**src/rtl/atic_cfg.svh**
```systemverilog
/*
  Offsets, field positions, reset values and timing counts of the aging trim
  and interrupt enable register block. Assumes a 25 MHz system clock.
*/
`ifndef ATIC_CFG_SVH
`define ATIC_CFG_SVH

`define ATIC_CLK_HZ            25000000
`define ATIC_REFRESH_MS        66
`define ATIC_REFRESH_CYC       ((`ATIC_REFRESH_MS * `ATIC_CLK_HZ) / 1000)

`define ATIC_OFS_TRIM          8'hC1
`define ATIC_OFS_STATUS        8'hD0
`define ATIC_OFS_MASK          8'hD1
`define ATIC_OFS_PROTECT       8'hD2
`define ATIC_OFS_NVM           8'hD3

`define ATIC_BIT_POWER_ON_EVENT_IRQ_ENABLE         7
`define ATIC_BIT_LOW_VOLTAGE_IRQ_ENABLE          6
`define ATIC_TRIM_MSB          5

`define ATIC_BIT_ST_POR        0
`define ATIC_BIT_ST_VLOW       1
`define ATIC_BIT_ST_LOADED     2

`define ATIC_RST_TRIM          8'h00
`define ATIC_RST_NVM           8'h00
`define ATIC_RST_MASK          8'h00
`define ATIC_RST_PROTECT       1'b0

`endif

```
**src/rtl/atic_pkg.sv**
```systemverilog
/*
  Types shared by the aging trim and interrupt enable register block.
  Assumes the constants of atic_cfg.svh.
*/
package atic_pkg;

  typedef logic [7:0] atic_byte_type;

  typedef enum logic [1:0]
  {
    ATIC_WAIT = 2'b00,
    ATIC_LOAD = 2'b01,
    ATIC_RUN  = 2'b10
  } atic_state_type;

endpackage : atic_pkg

```
**src/rtl/atic_irq_if.sv**
```systemverilog
/*
  Interface carrying one interrupt source between the main block and the
  sticky interrupt bit module. Assumes one clock domain.
*/
`timescale 1ns/10ps
`default_nettype none

interface atic_irq_if;
  logic event_in;
  logic enable;
  logic clear;
  logic sticky;
  logic pin_req;

  modport ctrl
  (
    output event_in,
    output enable,
    output clear,
    input  sticky,
    input  pin_req
  );

  modport bit_side
  (
    input  event_in,
    input  enable,
    input  clear,
    output sticky,
    output pin_req
  );
endinterface : atic_irq_if

`default_nettype wire

```
**src/rtl/atic_irq_bit.sv**
```systemverilog
/*
  One held interrupt source: a sticky status bit set by an event and cleared
  by a status read, plus a gated request that stays while enabled and set.
  Assumes synchronous event pulses on the system clock.
*/
`timescale 1ns/10ps
`default_nettype none

module atic_irq_bit
(
  // Clock and reset
  input  wire logic  clk,
  input  wire logic  rst_n,
  // Source
  atic_irq_if.bit_side irq
);

  logic sticky_r;

  // Set wins over a read clear in the same cycle
  always_ff @(posedge clk or negedge rst_n)
  begin
    if (!rst_n)
      sticky_r <= 1'b0;
    else if (irq.event_in)
      sticky_r <= 1'b1;
    else if (irq.clear)
      sticky_r <= 1'b0;
  end

  assign irq.sticky  = sticky_r;
  // Request held until cleared; dropping the enable withdraws it
  assign irq.pin_req = sticky_r & irq.enable;

endmodule : atic_irq_bit

`default_nettype wire

```
**src/rtl/atic_trim_reg.sv**
```systemverilog
/*
  Aging trim and interrupt enable register with nonvolatile copy and working
  mirror, Wishbone classic slave, interrupt status/mask and level output.
  Assumes power-on and low-voltage detectors outside, async pin inputs.
*/
// Our own choice: the Wishbone interface to the registers.
//
// Function
// - After power-up and the first refresh delay, copy stored value into mirror
// - Stored copy reset value is all zeros: enables cleared, trim zero
// - Register C1h: trim in bits 5:0, bit 6 low-voltage enable, bit 7 power-on enable
// - Bit 7 gates power-on event to interrupt pin; clearing withdraws it; D1h mask bit 0 still passes the power-on status to the pin
// - Low-voltage event asserts pin when enabled; assertion is held
// - Low-voltage enable clear blocks and withdraws the interrupt; D1h mask bit 1 still passes the low-voltage status to the pin
// - Trim is two's complement steps of about 0.23842 ppm each
// - Reads always allowed; C1h and D3h writes blocked while the D2h protect bit is set; D1h and D2h stay writable
`timescale 1ns/10ps
`default_nettype none
`include "atic_cfg.svh"

module atic_trim_reg
(
  // Clock and reset
  input  wire logic               CLK_SYS,
  input  wire logic               RESET_N,
  // Wishbone classic slave
  input  wire logic               WB_CYC_I,
  input  wire logic               WB_STB_I,
  input  wire logic               WB_WE_I,
  input  wire logic [7:0]         WB_ADR_I,
  input  wire logic [3:0]         WB_SEL_I,
  input  wire logic [31:0]        WB_DAT_I,
  output var  logic [31:0]        WB_DAT_O,
  output var  logic               WB_ACK_O,
  // Event detector pins
  input  wire logic               POR_EVENT,
  input  wire logic               LOW_VOLTAGE_EVENT,
  // Results
  output var  logic signed [5:0]  AGING_TRIM,
  output var  logic               INT_OUT
);
  import atic_pkg::*;

  atic_state_type state_r;
  atic_state_type state_nxt;
  logic [31:0]    refresh_cnt_r;
  atic_byte_type  nvm_r;
  atic_byte_type  mirror_r;
  atic_byte_type  mask_r;
  logic           protect_r;
  logic           loaded_r;
  logic           loaded_evt;
  logic           loaded_clr;
  logic [1:0]     por_sync_r;
  logic [1:0]     vl_sync_r;
  logic           por_d_r;
  logic           vl_d_r;
  logic           req;
  logic           wr_ok;
  logic           rd_status;
  logic [7:0]     status;

  atic_irq_if por_if ();
  atic_irq_if vl_if ();

  // Two-stage synchronisers, then edge detection on stage two
  always_ff @(posedge CLK_SYS or negedge RESET_N)
  begin
    if (!RESET_N)
    begin
      por_sync_r <= 2'b00;
      vl_sync_r  <= 2'b00;
      por_d_r    <= 1'b0;
      vl_d_r     <= 1'b0;
    end
    else
    begin
      por_sync_r <= {por_sync_r[0], POR_EVENT};
      vl_sync_r  <= {vl_sync_r[0], LOW_VOLTAGE_EVENT};
      por_d_r    <= por_sync_r[1];
      vl_d_r     <= vl_sync_r[1];
    end
  end

  // Bus decode; ack one cycle after request, low for one cycle after
  assign req       = WB_CYC_I & WB_STB_I & ~WB_ACK_O;
  assign wr_ok     = req & WB_WE_I & WB_SEL_I[0];
  assign rd_status = req & ~WB_WE_I & (WB_ADR_I == `ATIC_OFS_STATUS);

  always_ff @(posedge CLK_SYS or negedge RESET_N)
  begin
    if (!RESET_N)
      WB_ACK_O <= 1'b0;
    else
      WB_ACK_O <= req;
  end

  // Power-up refresh sequence
  always_comb
  begin
    state_nxt = state_r;
    case (state_r)
      ATIC_WAIT: if (refresh_cnt_r == `ATIC_REFRESH_CYC - 1) state_nxt = ATIC_LOAD;
      ATIC_LOAD: state_nxt = ATIC_RUN;
      ATIC_RUN:  state_nxt = ATIC_RUN;
      default:   state_nxt = ATIC_WAIT;
    endcase
  end

  always_ff @(posedge CLK_SYS or negedge RESET_N)
  begin
    if (!RESET_N)
    begin
      state_r       <= ATIC_WAIT;
      refresh_cnt_r <= 32'h00000000;
    end
    else
    begin
      state_r <= state_nxt;
      if (state_r == ATIC_WAIT)
        refresh_cnt_r <= refresh_cnt_r + 32'h00000001;
    end
  end

  // Stored copy; C1h writes go through to both copies when unprotected (stored copy only in the load cycle), D3h writes to the stored copy only
  always_ff @(posedge CLK_SYS or negedge RESET_N)
  begin
    if (!RESET_N)
      nvm_r <= `ATIC_RST_NVM;
    else if (wr_ok && !protect_r && WB_ADR_I == `ATIC_OFS_NVM)
      nvm_r <= WB_DAT_I[7:0];
    else if (wr_ok && !protect_r && WB_ADR_I == `ATIC_OFS_TRIM)
      nvm_r <= WB_DAT_I[7:0];
  end

  // Working mirror
  always_ff @(posedge CLK_SYS or negedge RESET_N)
  begin
    if (!RESET_N)
      mirror_r <= `ATIC_RST_TRIM;
    else if (state_r == ATIC_LOAD)
      mirror_r <= nvm_r;
    else if (wr_ok && !protect_r && WB_ADR_I == `ATIC_OFS_TRIM)
      mirror_r <= WB_DAT_I[7:0];
  end

  // Mask and write protection
  always_ff @(posedge CLK_SYS or negedge RESET_N)
  begin
    if (!RESET_N)
    begin
      mask_r    <= `ATIC_RST_MASK;
      protect_r <= `ATIC_RST_PROTECT;
    end
    else
    begin
      if (wr_ok && WB_ADR_I == `ATIC_OFS_MASK)
        mask_r <= WB_DAT_I[7:0];
      if (wr_ok && WB_ADR_I == `ATIC_OFS_PROTECT)
        protect_r <= WB_DAT_I[0];
    end
  end

  // Mirror-loaded event flag
  assign loaded_evt = (state_r == ATIC_LOAD);
  assign loaded_clr = rd_status;

  always_ff @(posedge CLK_SYS or negedge RESET_N)
  begin
    if (!RESET_N)
      loaded_r <= 1'b0;
    else if (loaded_evt)
      loaded_r <= 1'b1;
    else if (loaded_clr)
      loaded_r <= 1'b0;
  end

  // Interrupt sources
  assign por_if.event_in = por_sync_r[1] & ~por_d_r;
  assign por_if.enable   = mirror_r[`ATIC_BIT_POWER_ON_EVENT_IRQ_ENABLE];
  assign por_if.clear    = rd_status;
  assign vl_if.event_in  = vl_sync_r[1] & ~vl_d_r;
  assign vl_if.enable    = mirror_r[`ATIC_BIT_LOW_VOLTAGE_IRQ_ENABLE];
  assign vl_if.clear     = rd_status;

  atic_irq_bit u_por_bit
  (
    .clk   (CLK_SYS),
    .rst_n (RESET_N),
    .irq   (por_if.bit_side)
  );

  atic_irq_bit u_vl_bit
  (
    .clk   (CLK_SYS),
    .rst_n (RESET_N),
    .irq   (vl_if.bit_side)
  );

  always_comb
  begin
    status = 8'h00;
    status[`ATIC_BIT_ST_POR]    = por_if.sticky;
    status[`ATIC_BIT_ST_VLOW]   = vl_if.sticky;
    status[`ATIC_BIT_ST_LOADED] = loaded_r;
  end

  // Pin: enable-gated held requests, plus masked sticky status
  always_ff @(posedge CLK_SYS or negedge RESET_N)
  begin
    if (!RESET_N)
      INT_OUT <= 1'b0;
    else
      INT_OUT <= por_if.pin_req | vl_if.pin_req | (|(status & mask_r));
  end

  // Trim value as signed step count, about 0.23842 ppm per step
  assign AGING_TRIM = signed'(mirror_r[`ATIC_TRIM_MSB:0]);

  // Read data registered; reads always allowed
  always_ff @(posedge CLK_SYS or negedge RESET_N)
  begin
    if (!RESET_N)
      WB_DAT_O <= 32'h00000000;
    else if (req && !WB_WE_I)
    begin
      case (WB_ADR_I)
        `ATIC_OFS_TRIM:    WB_DAT_O <= {24'h000000, mirror_r};
        `ATIC_OFS_NVM:     WB_DAT_O <= {24'h000000, nvm_r};
        `ATIC_OFS_STATUS:  WB_DAT_O <= {24'h000000, status};
        `ATIC_OFS_MASK:    WB_DAT_O <= {24'h000000, mask_r};
        `ATIC_OFS_PROTECT: WB_DAT_O <= {24'h000000, 7'h00, protect_r};
        default:           WB_DAT_O <= 32'h00000000;
      endcase
    end
  end
endmodule : atic_trim_reg

`default_nettype wire
```
**config.mk**
```make
export PLATFORM = sky130hd
export DESIGN_NAME = atic_trim_reg
export DESIGN_NICKNAME = d
export VERILOG_FILES = /design/src/rtl/atic_pkg.sv /design/src/rtl/atic_irq_if.sv /design/src/rtl/atic_irq_bit.sv /design/src/rtl/atic_trim_reg.sv
export VERILOG_INCLUDE_DIRS = /design/src /design/src/rtl
export SDC_FILE = /design/constraint.sdc
export NUM_CORES = 1
export LEC_CHECK = 0
export ABC_CLOCK_PERIOD_IN_PS = 2400
export BUFFER_PORTS_ARGS = -buffer_cell sky130_fd_sc_hd__clkbuf_2
export CAP_MARGIN = 40
export CELL_PAD_IN_SITES_DETAIL_PLACEMENT = 0
export CELL_PAD_IN_SITES_GLOBAL_PLACEMENT = 1
export CORE_ASPECT_RATIO = 1.75
export CORE_UTILIZATION = 42
export CTS_BUF_LIST = sky130_fd_sc_hd__clkbuf_16
export DETAILED_ROUTE_END_ITERATION = 10
export PLACE_DENSITY_LB_ADDON = 0.1
export SYNTH_ARGS = -nofsm -noshare
export SYNTH_HDL_FRONTEND = slang
export SYNTH_SLANG_ARGS = --single-unit
```
**constraint.sdc**
```tcl
create_clock -name CLK_SYS -period 2.4 [get_ports CLK_SYS]
set_input_delay 0 -clock CLK_SYS [delete_from_list [all_inputs] [get_ports CLK_SYS]]
set_output_delay 0 -clock CLK_SYS [all_outputs]
set_load 0.03 [all_outputs]
```
After elaboration in Yosys (flattened, before gate mapping) --
Cells that the tools add are included.
Operators by class: add/sub/neg operators 1, equal/unequal tests 9, multiplexer cells 10, bitwise logic cells 17, reductions and logical operators 16
Operators with widths (number):
- 8-bit == test, second input constant | 5
- 8-bit case mux with 5 select lines | 1
- 32-bit by 1-bit adder with 32-bit output, second input constant | 1
- 32-bit by 21-bit == test with 1-bit output, second input constant | 1
- 8-bit two-way mux | 3
- 1-bit AND | 10
- 2-bit nonzero test | 5
- 3-bit by 8-bit AND with 8-bit output | 1
- 8-bit OR reduction | 1
- 1-bit logical AND | 6
- 1-bit two-way mux | 4
- 1-bit NOT | 4
- 2-bit case mux with 2 select lines | 1
- 2-bit by 1-bit == test with 1-bit output, second input constant | 1
- 2-bit == test, second input constant | 1
- 1-bit logical NOT | 2
- 2-bit logical NOT | 1
- 2-bit two-way mux | 1
- 2-bit != test, second input constant | 1
- 1-bit OR | 2
- 2-bit OR reduction | 1
Storage, ports and cells: register bits 102, input bits 51, output and inout port bits 40, logic and storage cells 69

Logic depth before layout (Yosys ltp) --
Gate-level depths: netlist (run 1).
word-level depth 8, mapped depth 8, gate-level depth less buffers 6

Cells and area by module --
From an unflattened synthesis (run 1), not the netlist that was laid out.
Second synthesis, totals: cells, all modules 333, area, all modules 3793.6 µm²
By module, submodules not included:
- atic_trim_reg | times used 1, cells each 325, area an instance 3708.6 µm², sequential area each 1901.8 µm²
- atic_irq_bit | times used 2, cells each 4, area an instance 42.5 µm², sequential area each 25.0 µm²

Least setup slack after synthesis (run 1) --
OpenSTA, ideal clock, no wires.
path kind register to register, start reg WB_ACK_O, end reg nvm_r[0], library setup time 125 ps, arrival 2011 ps, required time 2275 ps, path slack 264 ps, cell stages (with the launch flop) 6, buffers on the path 1, clock period less this slack 2136 ps, path through dfrtp_1 -> nand3b_4 -> or4_1 -> buf_6 -> nor3_4 -> mux2_2
Between the ends: word-level cells in the longest chain between the ends 7, elaborated cells on any way between the ends 9, those cells by class mux (1); bitwise (4); reduce/logical (4)
RTL lines:
- from (decl) | RTL line atic_trim_reg.sv:34 | output var logic WB_ACK_O,
- from (signal assigned) | RTL line atic_trim_reg.sv:95 | WB_ACK_O <= req;
- 1-bit NOT * | RTL line atic_trim_reg.sv:86 | assign req = WB_CYC_I & WB_STB_I & ~WB_ACK_O;
- 1-bit AND * | RTL line atic_trim_reg.sv:86
- 1-bit AND * (2 in a row) | RTL line atic_trim_reg.sv:87 | assign wr_ok = req & WB_WE_I & WB_SEL_I[0];
- 1-bit logical AND * | RTL line atic_trim_reg.sv:130, atic_trim_reg.sv:132
- 1-bit logical AND (no source line)
- 8-bit two-way mux / 2-bit nonzero test (equally long branches)
- to (signal assigned) | RTL line atic_trim_reg.sv:129 | nvm_r <= `ATIC_RST_NVM;
- to (signal assigned) | RTL line atic_trim_reg.sv:131 | nvm_r <= WB_DAT_I[7:0];
- to (signal assigned) | RTL line atic_trim_reg.sv:133 | nvm_r <= WB_DAT_I[7:0];
- to (decl) | RTL line atic_trim_reg.sv:47 | atic_byte_type nvm_r;
Mark *: on every way between the ends. The rest lies on a longest branch, timed or not. A chain may end at the register's enable or synchronous reset.

Worst setup path in the final report (run 1) --
start reg WB_ACK_O, end reg nvm_r[2]
The elaborated chain is that of the path after synthesis.

==> results of run 1 <==
worst max path at each step:
stage	to	depth (start not counted)
after floorplan	nvm_r[0]$_DFFE_PN0P_	5
after global placement	nvm_r[1]$_DFFE_PN0P_	4
after detailed placement	nvm_r[2]$_DFFE_PN0P_	4
after CTS	nvm_r[2]$_DFFE_PN0P_	4
after global routing	nvm_r[6]$_DFFE_PN0P_	4
final	nvm_r[2]$_DFFE_PN0P_	4
sequential cells by signal, indices dropped and copies added, names as in the netlist:
register / count
refresh_cnt_r: 32
WB_DAT_O: 8
state_r: 2
vl_sync_r: 2
protect_r: 1
vl_d_r: 1
u_vl_bit.irq.sticky: 1
nvm_r: 8
mask_r: 8
u_por_bit.irq.sticky: 1
mirror_r: 8
WB_ACK_O: 1
loaded_r: 1
por_d_r: 1
INT_OUT: 1
por_sync_r: 2
cell usage in the layout, fill, tap and decap left out, types with 8 or more instances in the layout:
cell type	Yosys	final
dfrtp_1	78	78
clkbuf_2	0	38
mux2_2	27	27
xnor2_1	27	27
conb_1	1	24
nand2_1	18	18
nand3_1	17	17
a21oi_1	16	16
nand4_1	15	15
a22o_1	15	15
o21ai_0	14	14
dlygate4sd3_1	0	13
nor4b_1	11	11
nor2b_1	9	9
clkbuf_16	0	9
and3_1	8	8
buf_4	25	8
cell families (layout without fill, tap and decap cells):
group	after synthesis	count (layout)	share of synthesized area (%)
multiplexers	28	28	8.417
other	1	24	0.09665
AND/OR/NAND/NOR	108	108	17.90
XOR/XNOR	31	31	6.998
flip-flops	78	78	50.31
adder cells (fa/ha/maj)	4	4	1.290
buffers and inverters	45	82	6.966
AO/OA/AOI/OAI	49	49	8.030
layout make-up:
type,instances,share of cell area [%]
flip-flops and latches,78,42.00
clock buffers,9,4.847
clock inverters,7,3.123
multi-input cells,244,37.53
repair buffers,60,8.778
inverters,6,0.4847
well taps,120,3.231
per-layer routing:
| layer | up-vias | wire length [um] |
|---|---|---|
| met3 | 14 | 256 |
| met2 | 61 | 4548 |
| met4 | 0 | 214 |
| met5 | - | 0 |
| li1 | 1306 | - |
| met1 | 1333 | 3335 |
stage by stage:
step                      instances  worst slack [ps]
final                           524             270.5
after floorplan                 367             263.8
after CTS                       524             239.3
after detailed placement        495             259.9
after global placement          494             281.3
after global routing            524             179.2
where the power goes:
| part | leakage (nW) | internal, mW | switching [mW] |
|---|---|---|---|
| logic | 0.908 | 0.0563 | 0.127 |
| registers | 1.05 | 1.33 | 0.00597 |
| clock network | 0.176 | 1.13 | 0.557 |
worst max-delay path, delay by kind of cell, from the launching register on:
family | cells | cell delay, ps
and+or+nand+nor | 3 | 1230
DFF | 1 | 390
muxes | 1 | 390
repair_timing:
action / 4_1_cts / 5_1_grt
endpoints found under the hold margin: 98 / 0
hold buffers: 13 / 0
buffers inserted: 0 / 0
==> run summary, run 1 <==
Status -> finished clean
Register-to-Register Path Depth -> 4
Layout Nets -> 454
RSZ-0062 raised after global routing -> false
Top post-synthesis cells by count -> 78 x dfrtp_1, 27 x mux2_2, 27 x xnor2_1
Footprint of the multi-input gates -> 0.001744 mm2
Fmax -> 469.6 MHz
Die H -> 129.1 um
Worst-Margin Slew -> 595.8 ps
Worst Hold Endpoint -> WB_DAT_O[0]$_DFFE_PN0P_
TNS Setup -> 0 ps
Max VDD drop -> 0.0003461 V
Rel. slew slack -> 60.28%
Number of CTS-inserted buffers -> 9
Most frequent cell after synthesis -> dfrtp_1
Area grow syn2layout -> 19.77%
Yosys warns -> 0
WL/cell -> 15.94 um
PortBufs -> 39
Placer Congestion -> 0.8102
Worst-Skew Late Latency -> 340 ps
Worst Path Arrival -> 2350 ps
Placed cell area -> 0.004146 mm2
Crit path required time -> 2620 ps
Tcrit/Tclk final -> 88.73%
Cells after Synth -> 344
Pwr/cell area -> 688.2 mW/mm2
Yosys top cell area share -> 50.31%
Syn Std Cell Area -> 0.003880 mm2
Initial core utilization -> 42.94%
Final Util -> 51.43%
Syn_area_per_cell -> 11.28 um2
Startpoint types -> flop
Via-to-Cell Ratio -> 5.179
Ys async rst share -> 100.0%
Via count of the first global-routing pass -> 2,646
Critical Setup Path Class -> flop to flop
CP endpoint kind -> flop
Die area -> 0.009641 mm2
Post-DRT Antenna Nets -> 0
DRC errors left -> 0
Crit path cell chain -> nand3b_4, or4_1, nor3_4, mux2_2
Global-route wire length before repair -> 13,490 um
H-tree Lvls -> 3
Vias -> 2,714
Worst Hold Class -> input pin to flop
Largest cells by area after synthesis -> dfrtp_1 50%, mux2_2 7.8%, xnor2_1 6.1%
Worst setup path startpoint -> WB_ACK_O$_DFF_PN0_
N_diodes -> 0
CTS tree -> yes
Setup slack, reg-to-reg -> 270 ps
Clock Skews -> 6.841 ps
GRT Util Overall -> 18.92%
Synth Flop Type -> dfrtp_1
Final Hold Vio Count -> 0
CTS Root Cell -> clkbuf_16
Router iterations before antenna repair -> 4
# setup viols final -> 0
#FFs+latches synth -> 78
WHS Path Cells -> 3
Largest net degree at the start of global routing -> 56
FF-to-FF End -> nvm_r[2]$_DFFE_PN0P_
Std cell rows -> 46
Overflow after GRT -> 0
P_leak -> 2.134 nW
Worst R2R Start -> WB_ACK_O$_DFF_PN0_
Post-synthesis cell type count -> 40
Num ports -> 91
Clk sinks -> 78
Cell area after layout -> 0.004647 mm2
Total wire length after detailed routing -> 8354 um
Area leader, netlist -> dfrtp_1
Met1 Use GR -> 20.84%
CORE AREA -> 0.009036 mm2
Pins Over Slew Limit -> 0
Most Crowded Layer GR -> met2
Met2 Use GR -> 33.86%
Initial antenna violation count -> 0
Number of DRC markers in iteration 0 -> 177
FF/Latch Area -> 0.001952 mm2
Post-DP HPWL -> 5953 um
EDFF count, synth -> 0
Minimum clock period -> 2130 ps
Max clock buf depth -> 2
Met3 Use GR -> 3.733%
Fill cells -> 823
WHS -> 85.80 ps
CP max stage delay -> 590 ps
Register area share after synthesis -> 50.31%
Clock Pin Slew Worst Setup and Hold Paths -> 60 ps
Max cap viols -> 0
Post-cts sizing count -> 0
Total Power -> 3.198 mW
Crit-path max FO -> 8
Layout cells sized above 1 -> 23.76%
CP max-delay cell -> or4_1
Hold path startpoint -> WB_ADR_I[5]
Die width -> 74.66 um
Note: power is estimated with default switching activity, not from simulation.
==> run 2: changes to the inputs <==
--- a/config.mk
+++ b/config.mk
@@ -9,13 +9,12 @@
 export ABC_CLOCK_PERIOD_IN_PS = 2400
 export BUFFER_PORTS_ARGS = -buffer_cell sky130_fd_sc_hd__clkbuf_2
 export CAP_MARGIN = 40
-export CELL_PAD_IN_SITES_DETAIL_PLACEMENT = 0
-export CELL_PAD_IN_SITES_GLOBAL_PLACEMENT = 1
 export CORE_ASPECT_RATIO = 1.75
-export CORE_UTILIZATION = 42
+export CORE_UTILIZATION = 54
 export CTS_BUF_LIST = sky130_fd_sc_hd__clkbuf_16
 export DETAILED_ROUTE_END_ITERATION = 10
-export PLACE_DENSITY_LB_ADDON = 0.1
+export HOLD_SLACK_MARGIN = 0.03
+export PLACE_DENSITY = 0.8
 export SYNTH_ARGS = -nofsm -noshare
 export SYNTH_HDL_FRONTEND = slang
 export SYNTH_SLANG_ARGS = --single-unit
==> run 2 against run 1 <==
Against the previous run:
- hold slack improved by 27 ps
- clock power fell by 27%
- setup slack improved by 21 ps
- clock-buffer cell count did not move
- final cell count fell by 7.1%
- critical path depth did not move
- critical endpoint is now nvm_r[6]$_DFFE_PN0P_
- largest cell class unchanged
- utilization rose by 14 points
- first-iteration DRC count rose by 12%
- sequential share of layout area rose by 1.4 points
==> run summary, run 2 (synthesis results as in run 1) <==
Placer Congestion -> 0.8325 (+2.8%)
Post-DRT Antenna Nets -> 0 (unchanged)
Worst-Margin Slew -> 575.7 ps (-20.02 ps)
Critical Setup Path Class -> flop to flop
Crit path cell chain -> nand3b_4, or4_1, nor3_4, mux2_2
Post-DP HPWL -> 5539 um (-7.0%)
Die area -> 0.007541 mm2 (-22%)
DRC errors left -> 0 (unchanged)
Crit path required time -> 2610 ps (about the same)
Global-route wire length before repair -> 13,290 um (-1.5%)
Area grow syn2layout -> 15.96%
CORE AREA -> 0.006907 mm2 (-24%)
Number of CTS-inserted buffers -> 9 (unchanged)
Worst-Skew Late Latency -> 330 ps (about the same)
H-tree Lvls -> 3 (unchanged)
Worst setup path startpoint -> WB_ACK_O$_DFF_PN0_
Router iterations before antenna repair -> 5 (+1)
Fmax -> 474.3 MHz (+1.0%)
Max FFs per register -> 32 (unchanged)
WHS -> 112.5 ps (+26.73 ps)
Most common cell after layout, fill and taps aside -> dfrtp_1
Initial antenna violation count -> 0 (unchanged)
Rel. slew slack -> 61.47% (+1.2 points)
Worst Hold Class -> input pin to async pin
CP max-delay cell -> or4_1
Worst R2R Start -> WB_ACK_O$_DFF_PN0_
Num ports -> 91 (unchanged)
Initial core utilization -> 56.18% (+13 points)
Tcrit/Tclk final -> 87.85% (-0.88 points)
PortBufs -> 39 (unchanged)
Std cell rows -> 40 (-13%)
Status -> finished clean
Crit-path max FO -> 8 (unchanged)
Fill cells -> 549 (-33%)
CTS Root Cell -> clkbuf_16
CTS tree -> yes
Number of DRC markers in iteration 0 -> 198 (+12%)
RSZ-0062 raised after global routing -> false
Pwr/cell area -> 610.8 mW/mm2 (-11%)
Setup crit end -> nvm_r[6]$_DFFE_PN0P_
Clock Pin Slew Worst Setup and Hold Paths -> 70 ps (about the same)
Die width -> 66.08 um (-11%)
Max VDD drop -> 0.0004021 V (+16%)
Total wire length after detailed routing -> 7972 um (-4.6%)
Largest net degree at the start of global routing -> 56 (unchanged)
Most frequent cells in the layout -> 78 x dfrtp_1, 38 x clkbuf_2, 27 x mux2_2, 27 x xnor2_1, 24 x conb_1
Via-to-Cell Ratio -> 5.807 (+12%)
Layout Nets -> 453 (-0.22%)
Max cap viols -> 0 (unchanged)
Worst Path Arrival -> 2320 ps (-30 ps)
Register-to-Register Path Depth -> 4 (unchanged)
Clock Skews -> 10.85 ps (+4.004 ps)
Overflow after GRT -> 0 (unchanged)
N_diodes -> 0 (unchanged)
GRT Util Overall -> 23.64% (+4.7 points)
CP max stage delay -> 590 ps (about the same)
P_leak -> 2.086 nW (-2.3%)
TNS Setup -> 0 ps (unchanged)
# Post-CTS Setup Buffers -> 0 (unchanged)
Post-cts sizing count -> 0 (unchanged)
Die H -> 114.1 um (-12%)
# setup viols final -> 0 (unchanged)
Via count of the first global-routing pass -> 2,981 (+13%)
CP endpoint kind -> flop
Clk sinks -> 78 (unchanged)
Max clock buf depth -> 2 (unchanged)
Final Hold Vio Count -> 0 (unchanged)
FF-to-FF End -> nvm_r[6]$_DFFE_PN0P_
Minimum clock period -> 2108 ps (-21.20 ps)
Largest Register -> refresh_cnt_r
Layout cells sized above 1 -> 23.33% (-0.44 points)
Pins Over Slew Limit -> 0 (unchanged)
Setup slack, reg-to-reg -> 290 ps (+20 ps)
Vias -> 2,828 (+4.2%)
WL/cell -> 16.37 um (+2.7%)
Startpoint types -> flop
-- run 2: final cells by class --
cell class                 instances  area [um2]  area share [%]
clock buffer                       9       225.2           5.006
clock inverter                     7       50.05           1.112
inverter                           6       22.52          0.5006
multi-input combinational        244        1744           38.77
sequential                        78        1952           43.38
tap                               84       105.1           2.336
timing repair buffer              59       400.4           8.899
-- run 2: how the worst min path moves through the flow --
stage,startpoint,endpoint,slack [ps]
final,RESET_N,mask_r[3]$_DFFE_PN0P_,110
after global routing,WB_ADR_I[5],WB_DAT_O[0]$_DFFE_PN0P_,120
after CTS,WB_ADR_I[5],WB_DAT_O[0]$_DFFE_PN0P_,90
after detailed placement,RESET_N,mask_r[3]$_DFFE_PN0P_,-70
after global placement,POR_EVENT,por_sync_r[0]$_DFF_PN0_,110
after floorplan,RESET_N,INT_OUT$_DFF_PN0_,-300
-- run 2: where the power goes --
part | switching, mW | internal (mW) | total [mW]
clock | 0.534 | 0.701 | 1.23
sequential | 0.00627 | 1.33 | 1.33
combinational | 0.126 | 0.0553 | 0.181
total | 0.666 | 2.08 | 2.75
-- run 2: per-stage QoR --
step	util [%]	power [mW]	cells	instance area (um2)	worst slack, ps
after floorplan	-	1.479	367	3966	263.8
after global placement	58.88	1.510	457	4066	337.4
after detailed placement	59.28	1.520	458	4094	313.3
after CTS	65.14	2.785	487	4499	290.7
after global routing	65.14	2.844	487	4499	211.5
final	65.14	2.748	487	4499	291.7
-- run 2: layer usage --
layer	GRT usage [%]	up-vias	wire, um
li1	-	1296	-
met1	23.89	1439	2980
met2	42.86	77	4506
met3	6.375	16	291
met4	12.20	0	195
met5	0	-	0
-- run 2: critical path, delay by kind of cell (launching register included) --
family,cells,cell delay (ps)
flops,1,400
simple gates,3,1200
mux,1,390
-- run 2: what timing repair did --
action / in CTS / in global routing
hold buffers: 13 / 0
endpoints found under the hold margin: 98 / 0
endpoints found under the setup margin: 0 / 0
==> run 3: changes to the inputs <==
--- a/config.mk
+++ b/config.mk
@@ -15,6 +15,7 @@
 export DETAILED_ROUTE_END_ITERATION = 10
 export HOLD_SLACK_MARGIN = 0.03
 export PLACE_DENSITY = 0.8
+export SETUP_SLACK_MARGIN = 0.4
 export SYNTH_ARGS = -nofsm -noshare
 export SYNTH_HDL_FRONTEND = slang
 export SYNTH_SLANG_ARGS = --single-unit
==> run 3 against run 2 <==
Against the previous run:
- wire length up 4.4%
- final area up 0.22%
- critical endpoint is now state_r[0]$_DFFE_PN0P_
- flip-flop and latch count stayed put
==> run summary, run 3 (synthesis results as in run 1) <==
Router iterations before antenna repair -> 6 (+1)
Crit path cell chain -> ha_1, nor4b_1, nand4_1, o31ai_2, mux2_2
Status -> finished clean
FF-to-FF End -> state_r[0]$_DFFE_PN0P_
PortBufs -> 39 (unchanged)
Clk sinks -> 78 (unchanged)
Layout cells sized above 1 -> 24.26% (+0.93 points)
DRC errors left -> 0 (unchanged)
RSZ-0062 raised after global routing -> false
Std cell rows -> 40 (unchanged)
Placed cell area -> 0.004095 mm2 (about the same)
CP endpoint kind -> flop
Pwr/cell area -> 596.1 mW/mm2 (-2.4%)
Initial antenna violation count -> 0 (unchanged)
Post-DRT Antenna Nets -> 0 (unchanged)
Global-route wire length before repair -> 13,500 um (+1.6%)
Max VDD drop -> 0.0004573 V (+14%)
CP max-delay cell -> dfrtp_1
Largest net degree at the start of global routing -> 54 (-3.6%)
Worst-Skew Late Latency -> 330 ps (about the same)
Vias -> 2,835 (+0.25%)
Most frequent cells in the layout -> 77 x dfrtp_1, 38 x clkbuf_2, 27 x mux2_2, 27 x xnor2_1, 24 x conb_1
Final Non-Filler Cells -> 488 (+0.21%)
Fmax -> 516.5 MHz (+8.9%)
Die H -> 114.1 um (unchanged)
Buffers and inverters on the worst path -> 0 (unchanged)
Placer Congestion -> 0.8335 (+0.12%)
Max cap viols -> 0 (unchanged)
Startpoint types -> flop
CP max stage delay -> 410 ps (-180 ps)
TNS Setup -> 0 ps (unchanged)
# setup viols final -> 0 (unchanged)
Worst setup path startpoint -> refresh_cnt_r[0]$_DFFE_PN0N_
Cell family with most CP delay -> simple AND/OR/NAND/NOR gates
Fill cells -> 519 (-5.5%)
N_diodes -> 0 (unchanged)
CTS Root Cell -> clkbuf_16
Clock Skews -> 7.826 ps (-3.019 ps)
Total Power -> 2.688 mW (-2.2%)
Layout Nets -> 455 (+0.44%)
Most common cell after layout, fill and taps aside -> dfrtp_1
Overflow after GRT -> 0 (unchanged)
Minimum clock period -> 1936 ps (-172.3 ps)
Num ports -> 91 (unchanged)
Clock Pin Slew Worst Setup and Hold Paths -> 50 ps (-20 ps)
Cell area after layout -> 0.004509 mm2 (+0.22%)
Die width -> 66.08 um (unchanged)
Die area -> 0.007541 mm2 (unchanged)
H-tree Lvls -> 3 (unchanged)
GRT Util Overall -> 24.18% (+0.54 points)
Max FFs per register -> 32 (unchanged)
Number of DRC markers in iteration 0 -> 239 (+21%)
Via count of the first global-routing pass -> 2,996 (+0.50%)
P_leak -> 2.091 nW (+0.27%)
Critical Setup Path Class -> flop to flop
Initial core utilization -> 56.18% (unchanged)
Via-to-Cell Ratio -> 5.809 (about the same)
Crit path required time -> 2610 ps (about the same)
Setup slack, reg-to-reg -> 460 ps (+170 ps)
Pins Over Slew Limit -> 0 (unchanged)
CTS tree -> yes
Worst R2R Start -> refresh_cnt_r[0]$_DFFE_PN0N_
CORE AREA -> 0.006907 mm2 (unchanged)
Worst Path Arrival -> 2150 ps (-170 ps)
Post-DP HPWL -> 5772 um (+4.2%)
Largest Register -> refresh_cnt_r
Area grow syn2layout -> 16.22%
Worst Hold Class -> input pin to async pin
Placed Cells -> 458 (unchanged)
Crit-path max FO -> 4 (-4)
Register-to-Register Path Depth -> 5 (+1)
WL/cell -> 17.06 um (+4.2%)
Rel. slew slack -> 60.59% (-0.88 points)
Worst-Margin Slew -> 588.9 ps (+13.18 ps)
Max clock buf depth -> 2 (unchanged)
Final Hold Vio Count -> 0 (unchanged)
Total wire length after detailed routing -> 8323 um (+4.4%)
Tcrit/Tclk final -> 80.67% (-7.2 points)
Number of CTS-inserted buffers -> 9 (unchanged)
[run 3: worst max-delay path by stage]
stage	end	cells after the start	slack (ps)
after floorplan	nvm_r[0]$_DFFE_PN0P_	5	350
after global placement	nvm_r[0]$_DFFE_PN0P_	4	380
after detailed placement	nvm_r[7]$_DFFE_PN0P_	4	360
after CTS	state_r[0]$_DFFE_PN0P_	5	410
after global routing	state_r[0]$_DFFE_PN0P_	5	420
final	state_r[0]$_DFFE_PN0P_	5	460
[run 3: report_power, final]
group	switching, mW	internal [mW]	total [mW]
Combinational	0.128	0.0554	0.183
Sequential	0.00638	1.33	1.33
Clock	0.492	0.680	1.17
Total	0.626	2.06	2.69
[run 3: final cells by class]
type	count	area, um2	area share [%]
well taps	84	105.1	2.331
inverters	6	22.52	0.4994
repair buffers	61	419.2	9.295
clock inverters	6	30.03	0.6659
multi-input cells	244	1754	38.90
clock buffers	9	225.2	4.994
flip-flops and latches	78	1953	43.31
[run 3: per-stage QoR]
stage | hold slack (ps) | setup slack [ps] | util (%)
6_report | 126.5 | 464.0 | 65.29
5_1_grt | 129.0 | 417.3 | 65.29
4_1_cts | 108.4 | 410.6 | 65.09
3_5_place_dp | -64.68 | 356.4 | 59.29
3_3_place_gp | 110.4 | 384.1 | 58.89
2_1_floorplan | -295.6 | 350.9 | -
[run 3: what timing repair did]
item	4_1_cts	5_1_grt
pin swaps	1	1
hold buffers	13	0
endpoints found under the hold margin	98	0
endpoints found under the setup margin	8	19
resized for setup	0	4
setup buffers	2	0
[run 3: metal layers]
| metal | share of wire [%] | vias to the layer above | routed length (um) | global-route usage, % |
|---|---|---|---|---|
| met3 | 4.0 | 24 | 333 | 5.179 |
| met1 | 36 | 1416 | 2984 | 23.82 |
| met2 | 57 | 98 | 4703 | 44.15 |
| li1 | - | 1297 | - | - |
| met5 | 0 | - | 0 | 0 |
| met4 | 3.6 | 0 | 302 | 15.04 |
